<file path="config.mk">
export PLATFORM = sky130hd
export DESIGN_NAME = led_mux_device_flat
export DESIGN_NICKNAME = d
export VERILOG_FILES = /design/src/verilog/led_mux_pkg.sv /design/src/verilog/led_mux_if.sv /design/src/verilog/led_mux_device.sv /design/src/flat_wrapper.sv
export VERILOG_INCLUDE_DIRS = /design/src /design/src/verilog
export SDC_FILE = /design/constraint.sdc
export NUM_CORES = 1
export LEC_CHECK = 0
export ABC_CLOCK_PERIOD_IN_PS = 6150
export BUFFER_PORTS_ARGS = -buffer_cell sky130_fd_sc_hd__buf_4
export CORE_ASPECT_RATIO = 1.4
export CORE_UTILIZATION = 54
export CTS_CLUSTER_SIZE = 30
export DETAILED_ROUTE_END_ITERATION = 8
export PLACE_DENSITY_LB_ADDON = 0.05
export SETUP_SLACK_MARGIN = 0.15
export SLEW_MARGIN = 25
export SYNTH_ARGS = -nofsm -noshare
export SYNTH_HDL_FRONTEND = slang
export SYNTH_SLANG_ARGS = --single-unit
</file>
<file path="constraint.sdc">
create_clock -name clock -period 6.15 [get_ports clock]
set_input_delay 0.615 -clock clock [delete_from_list [all_inputs] [get_ports clock]]
set_output_delay 0.615 -clock clock [all_outputs]
set_load 0.02 [all_outputs]
</file>
<file path="src/verilog/led_mux_consts.svh">
/*
 * Constants for the LED multiplex serial front end: word layout, scan and
 * timing counts. Assumes a 20 MHz system clock on both ends.
 */
// Function
// - shift input bit on serial clock rise
// - select low to transfer, else ignore
// - select rise latches last sixteen bits
// - upper byte address, lower byte data
// - host sends bit fifteen first
// - accept either serial clock idle level
// - unlit drive pins left undriven
// - external multiplex clock between 1 and 8 MHz
// - scan up to eight digits, eight segments
// - five-digit variant lights only five digits
// - pin k sinks digit k cathode
// - other pins carry dp..b, ninth pin a
// - segment wiring differs per scanned digit
// - serial interface is write only
`ifndef LED_MUX_CONSTS_SVH
`define LED_MUX_CONSTS_SVH
`define WORD_BITS       16
`define ADDR_MSB        15
`define ADDR_LSB        8
`define DATA_MSB        7
`define DATA_LSB        0
`define NUM_DIGITS      8
`define DRIVE_PINS      9
`define SCAN_LIMIT_ADDR 8'h03
`define DIGIT_ADDR_BASE 8'h60
`define DIGIT_ADDR_P0   8'h20
`define DIGIT_ADDR_P1   8'h40
`define DIGIT_ADDR_MASK 8'hf8
`define SCAN_LIMIT_RST  3'h4
`define SYS_CLK_HZ      20000000
`define SLOT_MUX_TICKS  16'h0100
`define SCLK_HALF_NS    200
`define SYS_PERIOD_NS   50
`define SCLK_HALF_CYC   ((`SCLK_HALF_NS + `SYS_PERIOD_NS - 1) / `SYS_PERIOD_NS)
`endif

</file>
<file path="src/verilog/led_mux_pkg.sv">
/*
 * Types for the LED multiplex serial front end.
 * Assumes led_mux_consts.svh is reachable on the include path.
 */
`default_nettype none
`include "led_mux_consts.svh"
package led_mux_pkg;
  typedef logic [`WORD_BITS-1:0]  word_t;
  typedef logic [7:0]             byte_t;
  typedef logic [`DRIVE_PINS-1:0] pins_t;
  typedef enum logic [1:0] {HOST_IDLE, HOST_LOW, HOST_HIGH, HOST_DONE} host_state_t;
endpackage
`default_nettype wire

</file>
<file path="src/verilog/led_mux_if.sv">
/*
 * Interface joining the host end and the driver end: three write-only
 * serial wires. Assumes both ends run from their own system clocks.
 */
`timescale 1ns/100ps
`default_nettype none
interface led_mux_if;
  logic sclk;
  logic sel_n;
  logic sdata;
  modport host   (output sclk, output sel_n, output sdata);
  modport device (input sclk, input sel_n, input sdata);
endinterface
`default_nettype wire

</file>
<file path="src/verilog/led_mux_device.sv">
/*
 * Driver end: serial receiver, display store and multiplex scan onto
 * nine shared drive pins. Assumes one 20 MHz clock; serial pins and the
 * multiplex clock are asynchronous and sampled here.
 */
`timescale 1ns/100ps
`default_nettype none
module led_mux_device
  import led_mux_pkg::*;
#(
  parameter int DIGIT_DRIVERS = 8
) (
  input  wire logic               clock,
  input  wire logic               sys_rst,
  led_mux_if.device               link,
  input  wire logic               mux_clock_in,
  output var  led_mux_pkg::pins_t drive_out,
  output var  led_mux_pkg::pins_t drive_oe,
  output var  led_mux_pkg::word_t word_out,
  output var  logic               word_strobe
);
  import led_mux_pkg::*;

  // ==========================================================
  // pin synchronisers
  logic [1:0] sclk_s, sel_s, sdat_s, mux_s;
  logic       sclk_d1, sel_d1, mux_d1;
  always_ff @(posedge clock or posedge sys_rst) begin
    if (sys_rst) begin
      sclk_s <= 2'b00; sel_s <= 2'b11; sdat_s <= 2'b00; mux_s <= 2'b00;
      sclk_d1 <= 1'b0; sel_d1 <= 1'b1; mux_d1 <= 1'b0;
    end else begin
      sclk_s  <= {sclk_s[0], link.sclk};
      sel_s   <= {sel_s[0], link.sel_n};
      sdat_s  <= {sdat_s[0], link.sdata};
      mux_s   <= {mux_s[0], mux_clock_in};
      sclk_d1 <= sclk_s[1];
      sel_d1  <= sel_s[1];
      mux_d1  <= mux_s[1];
    end
  end

  // only edges seen while selected count, so idle level never matters
  logic sclk_rise, sel_rise, mux_rise;
  assign sclk_rise = sclk_s[1] & ~sclk_d1 & ~sel_s[1];
  assign sel_rise  = sel_s[1] & ~sel_d1;
  assign mux_rise  = mux_s[1] & ~mux_d1;

  // ==========================================================
  // receiver; no output path back to the host exists
  word_t shift_q;
  always_ff @(posedge clock or posedge sys_rst) begin
    if (sys_rst) shift_q <= 16'h0000;
    else if (sclk_rise) shift_q <= {shift_q[`WORD_BITS-2:0], sdat_s[1]};
  end

  always_ff @(posedge clock or posedge sys_rst) begin
    if (sys_rst) begin
      word_out    <= 16'h0000;
      word_strobe <= 1'b0;
    end else begin
      word_strobe <= sel_rise;
      if (sel_rise) word_out <= shift_q;
    end
  end

  // ==========================================================
  // command execution: digit bytes and scan limit
  byte_t      digit_q [`NUM_DIGITS];
  logic [2:0] limit_q;
  byte_t      cmd_addr, cmd_data;
  assign cmd_addr = shift_q[`ADDR_MSB:`ADDR_LSB];
  assign cmd_data = shift_q[`DATA_MSB:`DATA_LSB];

  always_ff @(posedge clock or posedge sys_rst) begin
    if (sys_rst) begin
      limit_q <= `SCAN_LIMIT_RST;
      for (int i = 0; i < `NUM_DIGITS; i++) digit_q[i] <= 8'h00;
    end else if (sel_rise) begin
      if (cmd_addr == `SCAN_LIMIT_ADDR) limit_q <= cmd_data[2:0];
      // one display plane only, so all three digit address groups land here
      if ((cmd_addr & `DIGIT_ADDR_MASK) == `DIGIT_ADDR_P0 ||
          (cmd_addr & `DIGIT_ADDR_MASK) == `DIGIT_ADDR_P1 ||
          (cmd_addr & `DIGIT_ADDR_MASK) == `DIGIT_ADDR_BASE)
        digit_q[cmd_addr[2:0]] <= cmd_data;
    end
  end

  // ==========================================================
  // scan timing: equal slots from multiplex clock edges
  logic [15:0] slot_q;
  logic [2:0]  digit_sel_q;
  always_ff @(posedge clock or posedge sys_rst) begin
    if (sys_rst) begin
      slot_q      <= 16'h0000;
      digit_sel_q <= 3'h0;
    end else if (mux_rise) begin
      if (slot_q == `SLOT_MUX_TICKS - 16'h0001) begin
        slot_q      <= 16'h0000;
        digit_sel_q <= (digit_sel_q >= limit_q) ? 3'h0 : digit_sel_q + 3'h1;
      end else slot_q <= slot_q + 16'h0001;
    end
  end

  // ==========================================================
  // pin mapping: pin k sinks, others carry dp,g,f,e,d,c,b; pin 8 is a
  function automatic pins_t seg_map(input logic [2:0] k, input byte_t seg);
    pins_t p;
    int    j;
    p = '0;
    j = 0;
    // seg bit order: 7=dp 6=a 5=b 4=c 3=d 2=e 1=f 0=g
    for (int pin = 0; pin < `NUM_DIGITS; pin++) begin
      if (pin != int'(k)) begin
        case (j)
          0: p[pin] = seg[7];
          1: p[pin] = seg[0];
          2: p[pin] = seg[1];
          3: p[pin] = seg[2];
          4: p[pin] = seg[3];
          5: p[pin] = seg[4];
          default: p[pin] = seg[5];
        endcase
        j++;
      end
    end
    p[`DRIVE_PINS-1] = seg[6];
    return p;
  endfunction

  pins_t lit;
  logic  have_driver;
  assign lit = seg_map(digit_sel_q, digit_q[digit_sel_q]);
  assign have_driver = (int'(digit_sel_q) < DIGIT_DRIVERS);

  always_ff @(posedge clock or posedge sys_rst) begin
    if (sys_rst) begin
      drive_out <= '0;
      drive_oe  <= '0;
    end else begin
      drive_out <= lit; // cathode pin driven low
      // unlit pins released; absent driver means no sink, no light
      drive_oe  <= have_driver ? (lit | (pins_t'(1) << digit_sel_q)) : '0;
    end
  end
endmodule // led_mux_device
`default_nettype wire

</file>
<file path="src/flat_wrapper.sv">
// flat-port wrapper written by rule: the top's interface ports become plain ports
module led_mux_device_flat import led_mux_pkg::*;
#(
  parameter int DIGIT_DRIVERS = 8
)
  (clock, sys_rst, mux_clock_in, drive_out, drive_oe, word_out, word_strobe, link_sclk, link_sel_n, link_sdata);
  led_mux_if link_i ();
  input  wire logic clock;
  input  wire logic sys_rst;
  input  wire logic mux_clock_in;
  output var  led_mux_pkg::pins_t drive_out;
  output var  led_mux_pkg::pins_t drive_oe;
  output var  led_mux_pkg::word_t word_out;
  output var  logic word_strobe;
  input wire logic [$bits(link_i.sclk)-1:0] link_sclk;
  input wire logic [$bits(link_i.sel_n)-1:0] link_sel_n;
  input wire logic [$bits(link_i.sdata)-1:0] link_sdata;
  assign link_i.sclk = link_sclk;
  assign link_i.sel_n = link_sel_n;
  assign link_i.sdata = link_sdata;
  led_mux_device #(.DIGIT_DRIVERS(DIGIT_DRIVERS)) u_core (.clock(clock), .sys_rst(sys_rst), .link(link_i), .mux_clock_in(mux_clock_in), .drive_out(drive_out), .drive_oe(drive_oe), .word_out(word_out), .word_strobe(word_strobe));
endmodule
</file>
==> metrics list <==
- Fmax achieved: 0.186 GHz
* Post-DP HPWL: 10700 um
* Nets: 672
- Clock-pin slew was measured on the worst setup and hold paths at 0.07 ns.
- Power spread over the standard cell area amounts to 271 nW/um2.
- Clock latency on the worst-skew pair, taken at its later pin, is 0.42 ns.
- The slowest stage of the critical path is the fa_1 cell.
- For the worst setup path, the data required time is 6.43 ns.
- Placeable core region: 13300 um2
- CTS built an H-tree with a depth of 4.
- The analysis attributes to net switching a power of 615 uW.
- Cells with a size suffix above 1 make up 33.2% of the layout.
* Detailed-router iteration count before antenna repair: 6
- Die area: 14100 um2
- Placed cell count: 798
- The biggest area contributor in the post-synthesis netlist is dfrtp_1.
- Cells fill 62.9% of the core in the end.
* Num rows: 50
* Die outline width: 101 um
- Arrival time of the worst setup path: 5.65 ns
- In this run the vertical extent of the chip is 140 um.
* Post-synthesis cell type count: 70
* Number of warnings printed during yosys synthesis: 0
* Comb power frac: 8.0%
- After synthesis the cells add up to 7360 um2.
- CTS Sinks: 147
* Top FF cell, synth: dfrtp_1
- Path category of the worst min-delay check: in -> reg
- By instance count, the cell type seen most on the critical path is ha_1.
* Leakage power figure: 4.00 nW
- The run finished, with violations left.
* TNS Setup: 0 ns
- Entering global routing, the biggest net connects 102 pins.
- Synthesis produced a netlist whose cell count is 597.
* Reg-to-reg setup timing slack: 0.78 ns
* Number of design rule violations left after detail routing: 1
- Of all nets on the critical path, the largest fanout is 10.
- Vias in the first global route: 4999
- Setup repair after global routing missed its margin: false
- Post-CTS timing repair inserted 0 buffers for setup.
* Total vias in the final route: 4741
- Antenna diode count: 0
* Number of inserted filler cells in the final layout: 1065
- TritonCTS built the clock tree.
- Violated checks: design-rule violations
- Global-route wire length before repair: 25200 um
* Syn nets: 634
- STA classifies the critical path endpoint as a flop.
* Reg power frac: 50.0%
- Number of cells on the worst hold path: 1
- Max rail drop VDD: 0.231 mV
* Worst hold path endpoint: u_core.sclk_s[0]
- Capture point of the worst reg-to-reg path: u_core.drive_oe[7]
* Max cap viols: 0
- Number of buffers created by CTS: 17
- After detailed routing, the total wire length is 15000 um.
- In this run, the number of DRC markers left after iteration 0 of detailed routing was 179.
- With fillers left out, the area of the finished cells amounts to 8380 um2.
- The clock network burns 42.0% of the power.
* Switching Share: 27.1%
- Total Power Consumption: 2.27 mW
- Headroom to the max-slew limit: 32.5%
- Post-Synthesis Mean Instance Area: 12.3 um2
* Count of port buffers added during placement: 40
* Seq/Total Area, Yosys: 50.0%
* Fraction of post-synthesis cell area in the top cell type by area: 48.6%
- Final setup violation count: 0
* Max-slew violation count: 0
* I/O pins: 41
- Clock tree synthesis selected as its root buffer the cell clkbuf_16.
* Most used standard cell by instance count after synthesis: dfrtp_1
- Pint: 1.66 mW
- Crit-path max cell delay: 0.75 ns
* Initial antenna violation count: 0
- Worst flop-to-flop path startpoint: u_core.digit_sel_q[1]
* Largest cells by area after synthesis: dfrtp_1 (49%), mux2_2 (15%), ha_1 (5.1%)
- Synth cell count leaders: dfrtp_1 (143), mux2_2 (100), nand2_1 (51)
- Asr flop ratio synth: 100%
* Final hold violation count: 0
* Wire per inst: 18.1 um
* Number of enable flip-flop cells after synthesis: 0
* Critical path, cell by cell: inv_1, ha_1, nand2_1, fa_1, ha_1, nor2_1, a21oi_1, ha_1, nand2_1, o21a_1, ha_1, nand2_1, o31ai_2, inv_1, ha_1, nand2b_1, o21ai_0, mux2_2, a22oi_1, a32oi_1
- Area growth, synth to finish: 13.9%
- Starting density of the core: 55.2%
- The total overflow left after global routing is 0.
- Post-detailed-placement cell area: 7830 um2
* Vias/cell: 5.71
- Clock period minus final worst setup slack: 5.37 ns
- The finished layout holds 830 standard cells, fillers aside.
- Startpoint kind of the worst setup timing path: flop
* Slew of the pin with the lowest slew margin: 1.01 ns
- Between clock sinks in the finished design, the worst skew comes to 0.0108 ns.
* Weighted congestion at the end of routability-driven global placement: 0.873
* Total routing usage reported by global routing: 23.6%
* Number of register bits inferred by synthesis: 147
- Number of buffers on the longest clock path: 2
* Crit share post-route: 87.4%
* Antenna-violating nets left: 0
* Cells on worst reg2reg path: 20
* Worst Hold Launch: link_sclk
- Path type of the worst setup path: reg -> reg
-- cell type report --
| type | instances | area (um2) | share of cell area [%] |
|---|---|---|---|
| clock buffer | 18 | 429 | 5.12 |
| multi-input combinational | 401 | 3490 | 41.6 |
| clock inverter | 14 | 121 | 1.45 |
| tap | 182 | 228 | 2.72 |
| sequential | 147 | 3680 | 43.9 |
| timing repair buffer | 46 | 345 | 4.12 |
| inverter | 22 | 87.6 | 1.04 |
-- power groups by stage --
stage	Combinational, mW	Sequential [mW]	Clock (mW)
2_1_floorplan	0.130	1.12	0
3_3_place_gp	0.180	1.15	0
3_5_place_dp	0.185	1.16	0
4_1_cts	0.186	1.14	0.974
5_1_grt	0.199	1.15	1.02
6_report	0.181	1.14	0.953
-- worst max path at each step --
stage	endpoint	slack (ns)	depth (start not counted)	start
2_1_floorplan	u_core.drive_oe[7]	0.82	24	u_core.digit_sel_q[0]
3_3_place_gp	u_core.drive_oe[7]	0.90	22	u_core.digit_sel_q[1]
3_5_place_dp	u_core.drive_oe[7]	0.69	22	u_core.digit_sel_q[1]
4_1_cts	u_core.drive_oe[7]	0.67	22	u_core.digit_sel_q[1]
5_1_grt	u_core.drive_oe[7]	0.30	24	u_core.digit_sel_q[1]
6_report	u_core.drive_oe[7]	0.78	20	u_core.digit_sel_q[1]
-- metrics by stage --
stage	hold slack [ns]	worst slack [ns]
3_5_place_dp	0.335	0.687
4_1_cts	0.283	0.668
6_report	0.301	0.777
2_1_floorplan	0.331	0.822
3_3_place_gp	0.333	0.903
5_1_grt	0.270	0.301
-- metal layers --
layer / track usage (%) / wire [um] / vias up
li1: - / - / 2212
met1: 27.6 / 6210 / 2412
met2: 41.3 / 8030 / 85
met3: 5.14 / 337 / 32
met4: 10.3 / 456 / 0
met5: 0 / 0 / -
-- cell families after synthesis --
kind of cell	after synthesis	synth area share [%]
muxes	125	21.6
DFF	147	50.0
adders and majority gates	31	5.37
buffers and inverters	49	2.62
and+or+nand+nor	156	10.8
AOI/OAI and AO/OA	70	6.94
xor gates and xnor gates	19	2.67
-- state kept, by name, indices dropped and copies added (netlist names) --
| name | cells |
|---|---|
| u_core.digit_q | 64 |
| u_core.drive_out | 8 |
| u_core.sel_d1 | 1 |
| u_core.sel_s | 2 |
| u_core.shift_q | 16 |
| u_core.mux_d1 | 1 |
| u_core.sdat_s | 2 |
| u_core.limit_q | 3 |
| u_core.word_out | 16 |
| u_core.digit_sel_q | 3 |
| u_core.sclk_s | 2 |
| u_core.drive_oe | 9 |
| u_core.word_strobe | 1 |
| u_core.mux_s | 2 |
| u_core.sclk_d1 | 1 |
| u_core.slot_q | 16 |
-- worst max-delay path, delay by kind of cell (launching register included) --
family / cells / cell delay, ns
multiplexers: 1 / 0.37
flip-flops: 1 / 0.51
AND/OR/NAND/NOR: 5 / 0.70
AO/OA/AOI/OAI: 6 / 0.94
adder cells (fa/ha/maj): 6 / 2.45
buffers and inverters: 2 / 0.28
-- placed cells by master (no fill, tap or decap), types with 13 or more instances in the layout --
cell       netlist  final
dfrtp_1        143    143
mux2_2         100    100
nand2_1         51     51
buf_4            1     46
ha_1            30     30
nor2_1          29     29
inv_1           21     20
o21ai_0         18     17
clkbuf_16        0     17
mux4_2          16     16
nand2b_1        15     15
nand3_1         13     13
xnor2_1         13     13
-- timing repair --
item                                    CTS  global route
endpoints found under the setup margin    0             1
resized for setup                         0             1
hold buffers                              0             0
Power figures use the tool's default switching activity.
